File: config.mk
export PLATFORM = sky130hd
export DESIGN_NAME = csi_top
export DESIGN_NICKNAME = d
export VERILOG_FILES = /design/src/logic/csi_pkg.sv /design/src/logic/csi_sync.sv /design/src/logic/csi_irq_route.sv /design/src/logic/csi_top.sv
export SDC_FILE = /design/constraint.sdc
export NUM_CORES = 1
export LEC_CHECK = 0
export ABC_AREA = 1
export BUFFER_PORTS_ARGS = -buffer_cell sky130_fd_sc_hd__buf_4
export CAP_MARGIN = 20
export CORE_ASPECT_RATIO = 0.5
export CORE_MARGIN = 2
export CORE_UTILIZATION = 45
export CTS_BUF_LIST = sky130_fd_sc_hd__clkbuf_16
export DETAILED_ROUTE_END_ITERATION = 10
export PLACE_DENSITY = 0.74
export RECOVER_POWER = 50
export SYNTH_ARGS = -nofsm -noshare
export SYNTH_HDL_FRONTEND = slang
export SYNTH_SLANG_ARGS = --single-unit
File: constraint.sdc
create_clock -name clk_in -period 1.5 [get_ports clk_in]
set_input_delay 0.3 -clock clk_in [delete_from_list [all_inputs] [get_ports clk_in]]
set_output_delay 0.3 -clock clk_in [all_outputs]
set_load 0.05 [all_outputs]
File: src/logic/csi_pkg.sv
// constants, types and register map of the card status change interrupt block
package csi_pkg;

    // ------------------------------------------------------------------
    // register indices; byte address is four times the index
    // ------------------------------------------------------------------
    localparam logic [7:0] CSI_IDX_FLAGS = 8'h04;
    localparam logic [7:0] CSI_IDX_CFG   = 8'h05;
    localparam logic [7:0] CSI_IDX_MASK  = 8'h06;
    localparam logic [7:0] CSI_IDX_CTRL  = 8'h07;
    localparam logic [7:0] CSI_IDX_PINS  = 8'h08;

    // ------------------------------------------------------------------
    // field positions of the change flags, config low nibble and mask
    // ------------------------------------------------------------------
    localparam int CSI_BIT_FAIL   = 0;
    localparam int CSI_BIT_LOW    = 1;
    localparam int CSI_BIT_READY  = 2;
    localparam int CSI_BIT_DETECT = 3;
    localparam int CSI_NUM_FLAGS  = 4;

    // control register fields
    localparam int CSI_CTRL_IO_CARD = 0;
    localparam int CSI_CTRL_RING_ON = 1;

    // ------------------------------------------------------------------
    // reset values
    // ------------------------------------------------------------------
    localparam logic [7:0] CSI_CFG_RST   = 8'h00;
    localparam logic [3:0] CSI_FLAGS_RST = 4'h0;
    localparam logic [3:0] CSI_MASK_RST  = 4'h0;
    localparam logic [1:0] CSI_CTRL_RST  = 2'h0;

    // ------------------------------------------------------------------
    // steering: code n selects system line n; reserved codes select none
    // ------------------------------------------------------------------
    localparam int          CSI_NUM_LINES   = 16;
    localparam logic [15:0] CSI_ROUTE_VALID = 16'hdeb8;

    // axi response codes
    localparam logic [1:0] CSI_RESP_OKAY   = 2'h0;
    localparam logic [1:0] CSI_RESP_SLVERR = 2'h2;

    // configuration register layout
    typedef struct packed {
        logic [3:0] irq_route_select;
        logic       detect_change_irq_on;
        logic       ready_rise_irq_on;
        logic       battery_low_irq_on;
        logic       battery_fail_irq_on;
    } csi_cfg_s;

    // card side pin levels
    typedef struct packed {
        logic [1:0] card_present_n;
        logic       card_ready_busy;
        logic       battery_low;
        logic       battery_fail;
        logic       card_change_ring_n;
    } csi_card_s;

    localparam int CSI_CARD_W = 6;

endpackage

File: src/logic/csi_sync.sv
// two flip-flop synchroniser, one chain per bit
`timescale 1ns/10ps
module csi_sync #(
    parameter int W = 1
) (
    // clock and reset
    input  wire logic         clk_in,
    input  wire logic         rst_in,
    // data
    input  wire logic [W-1:0] async_in,
    output logic      [W-1:0] sync_out
);

    genvar i;
    generate
        for (i = 0; i < W; i++) begin : g_bit
            logic meta_q;
            logic safe_q;
            // first stage feeds only the second
            always_ff @(posedge clk_in) begin
                if (rst_in) begin
                    meta_q <= 1'b0;
                    safe_q <= 1'b0;
                end else begin
                    meta_q <= async_in[i];
                    safe_q <= meta_q;
                end
            end
            assign sync_out[i] = safe_q;
        end
    endgenerate

endmodule

File: src/logic/csi_irq_route.sv
// steering of the status change interrupt onto one system line
`timescale 1ns/10ps
module csi_irq_route (
    // clock and reset
    input  wire logic        clk_in,
    input  wire logic        rst_in,
    // request
    input  wire logic [3:0]  route_in,
    input  wire logic        active_in,
    // system lines
    output logic      [15:0] lines_out
);

    genvar n;
    generate
        for (n = 0; n < csi_pkg::CSI_NUM_LINES; n++) begin : g_line
            always_ff @(posedge clk_in) begin
                if (rst_in) begin
                    lines_out[n] <= 1'b0;
                end else begin
                    // reserved and zero codes drive nothing
                    lines_out[n] <= active_in && csi_pkg::CSI_ROUTE_VALID[n]
                                    && (route_in == 4'(n));
                end
            end
        end
    endgenerate

endmodule

File: src/logic/csi_top.sv
// card status change detection, flags, steering and axi4-lite registers
`timescale 1ns/10ps
module csi_top #(
    parameter int AW = 8
) (
    // clock and reset
    input  wire logic          clk_in,
    input  wire logic          rst_in,
    // axi4-lite write address
    input  wire logic [AW-1:0] s_axi_awaddr_in,
    input  wire logic          s_axi_awvalid_in,
    output logic               s_axi_awready_out,
    // axi4-lite write data
    input  wire logic [31:0]   s_axi_wdata_in,
    input  wire logic [3:0]    s_axi_wstrb_in,
    input  wire logic          s_axi_wvalid_in,
    output logic               s_axi_wready_out,
    // axi4-lite write response
    output logic [1:0]         s_axi_bresp_out,
    output logic               s_axi_bvalid_out,
    input  wire logic          s_axi_bready_in,
    // axi4-lite read address
    input  wire logic [AW-1:0] s_axi_araddr_in,
    input  wire logic          s_axi_arvalid_in,
    output logic               s_axi_arready_out,
    // axi4-lite read data
    output logic [31:0]        s_axi_rdata_out,
    output logic [1:0]         s_axi_rresp_out,
    output logic               s_axi_rvalid_out,
    input  wire logic          s_axi_rready_in,
    // card socket pins
    input  wire logic [1:0]    card_present_n_in,
    input  wire logic          card_ready_busy_in,
    input  wire logic          battery_low_in,
    input  wire logic          battery_fail_in,
    input  wire logic          card_change_ring_n_in,
    // interrupts
    output logic [15:0]        irq_lines_out,
    output logic               irq_out
);

    // ------------------------------------------------------------------
    // byte addresses
    // ------------------------------------------------------------------
    localparam logic [AW-1:0] ADDR_FLAGS = AW'({csi_pkg::CSI_IDX_FLAGS, 2'b00});
    localparam logic [AW-1:0] ADDR_CFG   = AW'({csi_pkg::CSI_IDX_CFG, 2'b00});
    localparam logic [AW-1:0] ADDR_MASK  = AW'({csi_pkg::CSI_IDX_MASK, 2'b00});
    localparam logic [AW-1:0] ADDR_CTRL  = AW'({csi_pkg::CSI_IDX_CTRL, 2'b00});
    localparam logic [AW-1:0] ADDR_PINS  = AW'({csi_pkg::CSI_IDX_PINS, 2'b00});

    // ------------------------------------------------------------------
    // declarations
    // ------------------------------------------------------------------
    csi_pkg::csi_card_s card_raw;
    csi_pkg::csi_card_s card_now;
    csi_pkg::csi_card_s card_prev_q;
    csi_pkg::csi_cfg_s  cfg_q;

    logic [3:0]    flags_q;
    logic [3:0]    flags_d;
    logic [3:0]    flag_set;
    logic [3:0]    flag_clr;
    logic [3:0]    mask_q;
    logic [1:0]    ctrl_q;
    logic          io_card;
    logic          ring_on;
    logic          route_active;

    logic          awready_q;
    logic          wready_q;
    logic          aw_held_q;
    logic          w_held_q;
    logic [AW-1:0] waddr_q;
    logic [31:0]   wdata_q;
    logic          wlane0_q;
    logic          bvalid_q;
    logic [1:0]    bresp_q;
    logic          commit;
    logic          wr_flags;
    logic          wr_cfg;
    logic          wr_mask;
    logic          wr_ctrl;
    logic          wr_known;

    logic          arready_q;
    logic          rvalid_q;
    logic [31:0]   rdata_q;
    logic [1:0]    rresp_q;
    logic [31:0]   rd_word;
    logic          rd_known;
    logic          irq_q;

    // ------------------------------------------------------------------
    // pin synchronisers
    // ------------------------------------------------------------------
    assign card_raw = {card_present_n_in, card_ready_busy_in, battery_low_in,
                       battery_fail_in, card_change_ring_n_in};

    csi_sync #(
        .W (csi_pkg::CSI_CARD_W)
    ) u_sync (
        .clk_in   (clk_in),
        .rst_in   (rst_in),
        .async_in (card_raw),
        .sync_out (card_now)
    );

    // previous levels for edge detection
    always_ff @(posedge clk_in) begin
        if (rst_in) begin
            card_prev_q <= '0;
        end else begin
            card_prev_q <= card_now;
        end
    end

    // ------------------------------------------------------------------
    // change events
    // ------------------------------------------------------------------
    assign io_card = ctrl_q[csi_pkg::CSI_CTRL_IO_CARD];
    assign ring_on = ctrl_q[csi_pkg::CSI_CTRL_RING_ON];

    // a source with its enable off never latches a flag
    always_comb begin
        flag_set = 4'h0;
        flag_set[csi_pkg::CSI_BIT_DETECT] = cfg_q.detect_change_irq_on
            && (card_now.card_present_n != card_prev_q.card_present_n);
        flag_set[csi_pkg::CSI_BIT_READY] = cfg_q.ready_rise_irq_on && !io_card
            && card_now.card_ready_busy && !card_prev_q.card_ready_busy;
        flag_set[csi_pkg::CSI_BIT_LOW] = cfg_q.battery_low_irq_on && !io_card
            && card_now.battery_low && !card_prev_q.battery_low;
        if (io_card) begin
            // ring level keeps re-arming the flag while the card holds it low and ring_on is clear
            flag_set[csi_pkg::CSI_BIT_FAIL] = cfg_q.battery_fail_irq_on && !ring_on
                && !card_now.card_change_ring_n;
        end else begin
            flag_set[csi_pkg::CSI_BIT_FAIL] = cfg_q.battery_fail_irq_on
                && card_now.battery_fail && !card_prev_q.battery_fail;
        end
    end

    // write one to clear
    assign flag_clr = (wr_flags && wlane0_q) ? wdata_q[3:0] : 4'h0;

    always_comb begin
        // set wins over a clear in the same cycle
        flags_d = (flags_q & ~flag_clr) | flag_set;
        if (io_card) begin
            flags_d[csi_pkg::CSI_BIT_READY] = 1'b0;
            flags_d[csi_pkg::CSI_BIT_LOW]   = 1'b0;
        end
        if (!io_card && !card_now.battery_fail) begin
            flags_d[csi_pkg::CSI_BIT_FAIL] = flag_set[csi_pkg::CSI_BIT_FAIL];
        end
    end

    always_ff @(posedge clk_in) begin
        if (rst_in) begin
            flags_q <= csi_pkg::CSI_FLAGS_RST;
        end else begin
            flags_q <= flags_d;
        end
    end

    // ------------------------------------------------------------------
    // write channel
    // ------------------------------------------------------------------
    assign commit   = aw_held_q && w_held_q && !bvalid_q;
    assign wr_flags = commit && (waddr_q == ADDR_FLAGS);
    assign wr_cfg   = commit && (waddr_q == ADDR_CFG);
    assign wr_mask  = commit && (waddr_q == ADDR_MASK);
    assign wr_ctrl  = commit && (waddr_q == ADDR_CTRL);
    assign wr_known = wr_flags || wr_cfg || wr_mask || wr_ctrl
                      || (waddr_q == ADDR_PINS);

    always_ff @(posedge clk_in) begin
        if (rst_in) begin
            awready_q <= 1'b0;
        end else if (s_axi_awvalid_in && awready_q) begin
            awready_q <= 1'b0;
        end else if (!aw_held_q && !bvalid_q) begin
            awready_q <= 1'b1;
        end
    end

    always_ff @(posedge clk_in) begin
        if (rst_in) begin
            aw_held_q <= 1'b0;
            waddr_q   <= '0;
        end else if (s_axi_awvalid_in && awready_q) begin
            aw_held_q <= 1'b1;
            waddr_q   <= {s_axi_awaddr_in[AW-1:2], 2'b00};
        end else if (commit) begin
            aw_held_q <= 1'b0;
        end
    end

    always_ff @(posedge clk_in) begin
        if (rst_in) begin
            wready_q <= 1'b0;
        end else if (s_axi_wvalid_in && wready_q) begin
            wready_q <= 1'b0;
        end else if (!w_held_q && !bvalid_q) begin
            wready_q <= 1'b1;
        end
    end

    always_ff @(posedge clk_in) begin
        if (rst_in) begin
            w_held_q <= 1'b0;
            wdata_q  <= '0;
            wlane0_q <= 1'b0;
        end else if (s_axi_wvalid_in && wready_q) begin
            w_held_q <= 1'b1;
            wdata_q  <= s_axi_wdata_in;
            wlane0_q <= s_axi_wstrb_in[0];
        end else if (commit) begin
            w_held_q <= 1'b0;
        end
    end

    always_ff @(posedge clk_in) begin
        if (rst_in) begin
            bvalid_q <= 1'b0;
            bresp_q  <= csi_pkg::CSI_RESP_OKAY;
        end else if (commit) begin
            bvalid_q <= 1'b1;
            bresp_q  <= wr_known ? csi_pkg::CSI_RESP_OKAY : csi_pkg::CSI_RESP_SLVERR;
        end else if (s_axi_bready_in) begin
            bvalid_q <= 1'b0;
        end
    end

    // ------------------------------------------------------------------
    // software registers
    // ------------------------------------------------------------------
    // only byte lane 0 carries register bits
    always_ff @(posedge clk_in) begin
        if (rst_in) begin
            cfg_q <= csi_pkg::CSI_CFG_RST;
        end else if (wr_cfg && wlane0_q) begin
            cfg_q <= wdata_q[7:0];
        end
    end

    always_ff @(posedge clk_in) begin
        if (rst_in) begin
            mask_q <= csi_pkg::CSI_MASK_RST;
        end else if (wr_mask && wlane0_q) begin
            mask_q <= wdata_q[3:0];
        end
    end

    always_ff @(posedge clk_in) begin
        if (rst_in) begin
            ctrl_q <= csi_pkg::CSI_CTRL_RST;
        end else if (wr_ctrl && wlane0_q) begin
            ctrl_q <= wdata_q[1:0];
        end
    end

    // ------------------------------------------------------------------
    // read channel
    // ------------------------------------------------------------------
    always_comb begin
        rd_word  = 32'h0000_0000;
        rd_known = 1'b1;
        case ({s_axi_araddr_in[AW-1:2], 2'b00})
            ADDR_FLAGS: rd_word[3:0] = flags_q;
            ADDR_CFG:   rd_word[7:0] = cfg_q;
            ADDR_MASK:  rd_word[3:0] = mask_q;
            ADDR_CTRL:  rd_word[1:0] = ctrl_q;
            ADDR_PINS:  rd_word[5:0] = card_now;
            default:    rd_known     = 1'b0;
        endcase
    end

    always_ff @(posedge clk_in) begin
        if (rst_in) begin
            arready_q <= 1'b0;
        end else if (s_axi_arvalid_in && arready_q) begin
            arready_q <= 1'b0;
        end else if (!rvalid_q) begin
            arready_q <= 1'b1;
        end
    end

    // reads have no side effect; flags clear by write, io card mode, or battery_fail low on a memory card
    always_ff @(posedge clk_in) begin
        if (rst_in) begin
            rvalid_q <= 1'b0;
            rdata_q  <= 32'h0000_0000;
            rresp_q  <= csi_pkg::CSI_RESP_OKAY;
        end else if (s_axi_arvalid_in && arready_q) begin
            rvalid_q <= 1'b1;
            rdata_q  <= rd_word;
            rresp_q  <= rd_known ? csi_pkg::CSI_RESP_OKAY : csi_pkg::CSI_RESP_SLVERR;
        end else if (s_axi_rready_in) begin
            rvalid_q <= 1'b0;
        end
    end

    // ------------------------------------------------------------------
    // interrupt outputs
    // ------------------------------------------------------------------
    // enables checked again so turning one off withdraws a pending request from the system lines only
    assign route_active = |(flags_q & cfg_q[3:0]);

    csi_irq_route u_route (
        .clk_in    (clk_in),
        .rst_in    (rst_in),
        .route_in  (cfg_q.irq_route_select),
        .active_in (route_active),
        .lines_out (irq_lines_out)
    );

    always_ff @(posedge clk_in) begin
        if (rst_in) begin
            irq_q <= 1'b0;
        end else begin
            irq_q <= |(flags_q & mask_q);
        end
    end

    // ------------------------------------------------------------------
    // output drive
    // ------------------------------------------------------------------
    assign s_axi_awready_out = awready_q;
    assign s_axi_wready_out  = wready_q;
    assign s_axi_bvalid_out  = bvalid_q;
    assign s_axi_bresp_out   = bresp_q;
    assign s_axi_arready_out = arready_q;
    assign s_axi_rvalid_out  = rvalid_q;
    assign s_axi_rdata_out   = rdata_q;
    assign s_axi_rresp_out   = rresp_q;
    assign irq_out           = irq_q;

endmodule

==> results of run 1 <==
-- state kept, by name, indices dropped and copies added (netlist names), 2 cells and up --
signal and count:
wdata_q 8, cfg_q 8, ctrl_q 2, waddr_q 6
u_route.lines_out 10, card_prev_q 5, mask_q 4, s_axi_rdata_out 8
u_sync.g_bit.meta_q 6, flags_q 4, u_sync.g_bit.safe_q 6
-- power by group through the flow --
stage	clock network [mW]	logic [mW]	registers, mW
2_1_floorplan	0	0.412	2.31
5_1_grt	2.76	0.628	2.20
3_3_place_gp	0	0.574	2.23
4_1_cts	2.66	0.582	2.19
6_report	2.62	0.578	2.19
3_5_place_dp	0	0.580	2.23
-- routing by layer --
metal,vias up,part of all wire [%],global-route usage (%),wire [um]
li1,1400,-,-,-
met1,1211,48,21.8,3140
met2,84,44,27.3,2870
met3,8,5.7,6.11,369
met4,0,1.5,6.46,98
met5,-,0,0,0
-- timing repair --
| action | CTS | global route |
|---|---|---|
| gates resized for setup | 0 | 1 |
| setup endpoints to repair | 0 | 4 |
| hold buffers | 0 | 0 |
-- worst register-to-register path, stage by stage (launching register included) --
cell and delay, ns:
dfxtp_1 0.36, nand2_1 0.08, nand2_1 0.04, a221oi_1 0.27, clkbuf_1 0.38, nor3_1 0.10
-- stage by stage --
stage               util [%]  TNS, ns
floorplan                  -        0
global route            58.8   -0.189
detailed placement      53.9        0
finish                  58.8        0
CTS                     59.2        0
global placement        53.9        0
-- placed cells by master, fill, tap and decap left out, types with 3 or more instances in the layout --
| master | netlist | layout |
|---|---|---|
| a211oi_1 | 7 | 7 |
| inv_1 | 59 | 60 |
| buf_4 | 32 | 59 |
| conb_1 | 1 | 32 |
| nor3_1 | 11 | 11 |
| o21ai_0 | 41 | 41 |
| nor2_4 | 3 | 3 |
| clkbuf_16 | 0 | 9 |
| dfxtp_1 | 78 | 78 |
| bufinv_16 | 0 | 4 |
| nand2_1 | 52 | 52 |
| clkbuf_2 | 0 | 6 |
| nor2_1 | 47 | 47 |
| nand3_1 | 15 | 14 |
| a21oi_1 | 40 | 40 |
-- logic make-up (layout without fill, tap and decap cells) --
group	count (synthesis)	in the layout	share of synthesized area, %
compound gates	94	94	16.0
flops	78	78	47.9
buf+inv	103	143	16.1
simple gates	138	138	19.3
xor+xnor	2	2	0.537
other cells	1	32	0.115
-- worst max-delay path by stage --
stage / start / end / slack (ns) / cells past startpoint
after floorplan: s_axi_arready_out$_SDFFE_PP0N_ / s_axi_rdata_out[2]$_SDFFE_PP0P_ / 0.06 / 5
after global placement: s_axi_bvalid_out$_SDFFE_PP0P_ / mask_q[3]$_SDFFE_PP0P_ / 0.19 / 6
after detailed placement: w_held_q$_SDFFE_PP0P_ / mask_q[3]$_SDFFE_PP0P_ / 0.15 / 5
after CTS: s_axi_bvalid_out$_SDFFE_PP0P_ / mask_q[3]$_SDFFE_PP0P_ / 0.13 / 6
after global routing: s_axi_bvalid_out$_SDFFE_PP0P_ / mask_q[3]$_SDFFE_PP0P_ / -0.06 / 6
final: cfg_q[1]$_SDFFE_PP0P_ / u_route.lines_out[4]$_SDFF_PP0_ / 0.12 / 5
-- cell type report --
| class | count | area, sq um | share of cell area, % |
|---|---|---|---|
| timing repair buffer | 67 | 480 | 11.9 |
| multi-input combinational | 266 | 1290 | 31.9 |
| inverter | 60 | 225 | 5.58 |
| sequential | 78 | 1560 | 38.7 |
| clock buffer | 9 | 225 | 5.58 |
| tap | 92 | 115 | 2.85 |
| clock inverter | 7 | 138 | 3.41 |
==> metrics, run 1 <==
status=completed; total track usage=17.2%; Inst Count DP=563; DP Area=0.00369 sq mm; Post-synth top cells=78 x dfxtp_1, 59 x inv_1, 52 x nand2_1; Final setup viols=0; Mapped Cells=416; Setup WS post-layout=0.120 ns; first drt pass iteration count=4; sequential share of the synthesized area=47.9%; DRT antenna net count=0; root buffer cell=clkbuf_16; slowest CP cell=clkbuf_1; Clock Skew=0.00709 ns; Reg-to-Reg End=u_route.lines_out[4]$_SDFF_PP0_; Final nets=547; Critical Path Source Type=flop; Synth Cell Area=0.00326 sq mm; hold endpoint=s_axi_awready_out$_SDFFE_PP0P_; Internal Power=4.08 mW; r2r worst-path depth=5; Hold Vio Cnt, Final=0; port buffer count=59; vias in the first global route=2412; clock tree buffer depth=2; fraction of layout cells with a size suffix above 1=19.1%; Avg Vias per Cell=4.67; synthesis-to-finish area growth=23.7%; async set-or-reset flop fraction in the synthesized netlist=0%; Clock Sinks=78; max-cap viol count=0; Final Cycle Share=92.0%; crit-path max FO=10; Synth area leader=dfxtp_1; Remaining Overflow, GRT=0; ys flop type=dfxtp_1; ranking of synthesized cells by area=dfxtp_1 48%, buf_4 7.4%, inv_1 6.8%; worst path cell trace=nand2_1 > nand2_1 > a221oi_1 > clkbuf_1 > nor3_1; worst path arrival time=1.56 ns; Die Height=64.2 um; initial antenna violation count=0; Worst slew margin=41.8%; syn avg cell area=7.84 sq um; Post-Layout Cell Count=579; Core Area=0.00686 sq mm; r2r startpoint=cfg_q[1]$_SDFFE_PP0P_; FILL cells=628; Yosys warning count=0; Setup CP Type=reg -> reg; WHS=0.145 ns; FF-to-FF setup slack=0.12 ns; TritonCTS clock tree=built; Residual DRC=0; worst-margin pin slew=0.872 ns; Initial Util=47.5%; via count=2703; cell family with most CP delay=buffers and inverters; top cell type's share of synthesized area=47.9%; worst path required time=1.68 ns; Final Critical Period=1.38 ns; sequential share of power=40.6%; post-route design area=0.00403 sq mm; row cnt=21; Worst Hold Class=in -> reg; Clock Latency Late Sink=0.34 ns; clock network power share=48.6%; WL/cell=11.2 um; clock slew at reported path FFs=0.06 ns; H-tree Lvls=3; crit path buf inv count=1; diode count=0; EDFF count, synth=0; count leader, synth=dfxtp_1; hold path startpoint=s_axi_awvalid_in; Psw=1.31 mW; first-pass GRT wire length=11000 um; Comb pwr share=10.7%; detailed placer's ending HPWL=4620 um; Peak VDD IR=0.735 mV; Setup Fix Bufs, Post-CTS=0; pin count of the biggest net entering global routing=40; Slew Viols, Final=0; sw frac=24.2%; CP peak stage delay=0.38 ns; Die Footprint=0.00798 sq mm; initial DRC count=133; CP endpoint kind=flop; CTS Buf Count=9; RePlAce Congestion=0.836; Power Total=5.39 mW; dpl ws=0.151 ns; pwr/cell area=1340 mW/mm^2; hold path cells=2; flops & latches, synth=78; cell mode on critical path=nand2_1; IO Pins=123; unique cell type count in the Yosys netlist=30; Leakage=1.82 nW; final WL=6480 um; fmax=724 MHz; Die Wd=124 um
Power figures use the tool's default switching activity.
==> run 2, diff against run 1 <==
--- a/config.mk
+++ b/config.mk
@@ -12,6 +12,7 @@
 export CORE_MARGIN = 2
 export CORE_UTILIZATION = 45
 export CTS_BUF_LIST = sky130_fd_sc_hd__clkbuf_16
+export CTS_CLUSTER_DIAMETER = 100
 export DETAILED_ROUTE_END_ITERATION = 10
 export PLACE_DENSITY = 0.74
 export RECOVER_POWER = 50
==> constraint.sdc (replaced) <==
create_clock -name clk_in -period 1.3 [get_ports clk_in]
set_input_delay 0.26 -clock clk_in [delete_from_list [all_inputs] [get_ports clk_in]]
set_output_delay 0.26 -clock clk_in [all_outputs]
set_load 0.05 [all_outputs]
==> run 2 against run 1 <==
First-iteration DRC count is 17% higher. Critical path type unchanged. Critical endpoint is now cfg_q[6]$_SDFFE_PP0P_. Combinational power is 22% higher. Routed wire length is 5.6% higher. Largest cell class unchanged. Critical path depth is 3 higher. Highest routed layer unchanged. Worst hold slack worse by 0.039 ns.
==> metrics, run 2 (synthesized netlist as in run 1, its figures left out) <==
initial DRC count=155; total track usage=17.5%; dpl ws=-0.00287 ns; Final setup viols=0; IO Pins=123; row cnt=21; worst path required time=1.51 ns; WHS=0.106 ns; highest-count cells in the layout ignoring fill and taps=77 x buf_4, 71 x dfxtp_1, 58 x inv_1, 51 x nand2_1, 46 x nor2_1; crit path buf inv count=3; Core Area=0.00686 sq mm; unrepaired setup endpoints after global routing=yes; cell family with most CP delay=simple AND/OR/NAND/NOR gates; RePlAce Congestion=0.884; fmax=778 MHz; status=completed; Remaining Overflow, GRT=0; Worst Hold Class=in -> reg; final WL=6840 um; Initial Util=47.5%; Die Footprint=0.00798 sq mm; Setup TNS=0 ns; Critical Path Source Type=flop; post-route design area=0.00422 sq mm; via count=2761; TritonCTS clock tree=built; port buffer count=59; first drt pass iteration count=4; Clock Latency Late Sink=0.33 ns; slowest CP cell=dfxtp_4; WL/cell=11.5 um; Setup WS post-layout=0.0149 ns; final core occ=61.6%; DRT antenna net count=0; clock tree buffer depth=2; Post-Layout Cell Count=593; Hold Vio Cnt, Final=0; synthesis-to-finish area growth=29.5%; worst path arrival time=1.50 ns; Clock Skew=0.00619 ns; pwr/cell area=1370 mW/mm^2; Slew Viols, Final=0; CTS Buf Count=9; CP peak stage delay=0.36 ns; DP Area=0.00377 sq mm; Final Cycle Share=98.9%; FILL cells=650; initial antenna violation count=0; Die Wd=124 um; H-tree Lvls=3; pin count of the biggest net entering global routing=40; Residual DRC=0; Top reg by flops=u_route.lines_out; detailed placer's ending HPWL=4690 um; Peak VDD IR=0.623 mV; Inst Count DP=569; hold path cells=2; max-cap viol count=0; clock slew at reported path FFs=0.05 ns; diode count=0; Setup CP Type=reg -> reg; vias in the first global route=2368; max FFs per register=10; Die Height=64.2 um; root buffer cell=clkbuf_16; r2r worst-path depth=8; Avg Vias per Cell=4.66; Crit path depth=8; Leakage=1.91 nW; Clock Sinks=78; crit-path max FO=6; Power Total=5.79 mW; hold buffer count at cts=0; CP endpoint kind=flop; Final nets=562; first-pass GRT wire length=11000 um; worst path cell trace=inv_4 > nand3_4 > nor2_4 > nand2_4 > nor2_8 > buf_4 > clkbuf_16 > a211oi_1; most common cell after layout, fill and taps aside=buf_4; fraction of layout cells with a size suffix above 1=25.1%; Final Critical Period=1.29 ns
run 2: cell types whose count changed in the layout (fill, tap and decap cells not counted), sizes merged:
cell	previous run	this run
buf	59	81
clkbuf	17	10
clkinv	2	3
bufinv	4	2
run 2: worst paths after layout:
kind | startpoint | to | slack (ns)
min reg2reg | u_sync.g_bit[1].meta_q$_SDFF_PP0_ | u_sync.g_bit[1].safe_q$_SDFF_PP0_ | 0.40
max reg2reg | s_axi_bvalid_out$_SDFFE_PP0P_ | cfg_q[6]$_SDFFE_PP0P_ | 0.01
min | s_axi_wvalid_in | s_axi_wready_out$_SDFFE_PP0P_ | 0.11
max | s_axi_bvalid_out$_SDFFE_PP0P_ | cfg_q[6]$_SDFFE_PP0P_ | 0.01
run 2: cell type report:
cell class              instances  area, sq um  area share (%)
repair buffers                 82          674            16.0
clock buffers                   9          225            5.33
inverters                      60          228            5.39
clock inverters                 6         78.8            1.87
well taps                      92          115            2.73
multi-input cells             266         1330            31.5
flip-flops and latches         78         1570            37.2
run 2: per-layer routing:
layer / up-vias / track usage [%] / part of all wire [%]
met2: 105 / 28.5 / 46
met3: 12 / 5.11 / 6.7
met5: - / 0 / 0
li1: 1436 / - / -
met1: 1208 / 21.8 / 46
met4: 0 / 8.01 / 1.8
run 2: worst register-to-register path: cells and delay by family (launching register included):
family	cells	cell delay, ns
AND/OR/NAND/NOR	4	0.42
flip-flops	1	0.36
buffers and inverters	3	0.33
AO/OA/AOI/OAI	1	0.06
run 2: report_power, final:
| group | internal (mW) | switching (mW) |
|---|---|---|
| sequential | 2.48 | 0.0501 |
| combinational | 0.199 | 0.508 |
| clock | 1.65 | 0.903 |
| total | 4.33 | 1.46 |
run 2: repair_timing:
action | 4_1_cts | 5_1_grt
pin swaps | 2 | 6
setup endpoints to repair | 2 | 17
gates resized for setup | 2 | 24
hold endpoints to repair | 0 | 0
buffers inserted | 2 | 6
gates cloned | 0 | 1
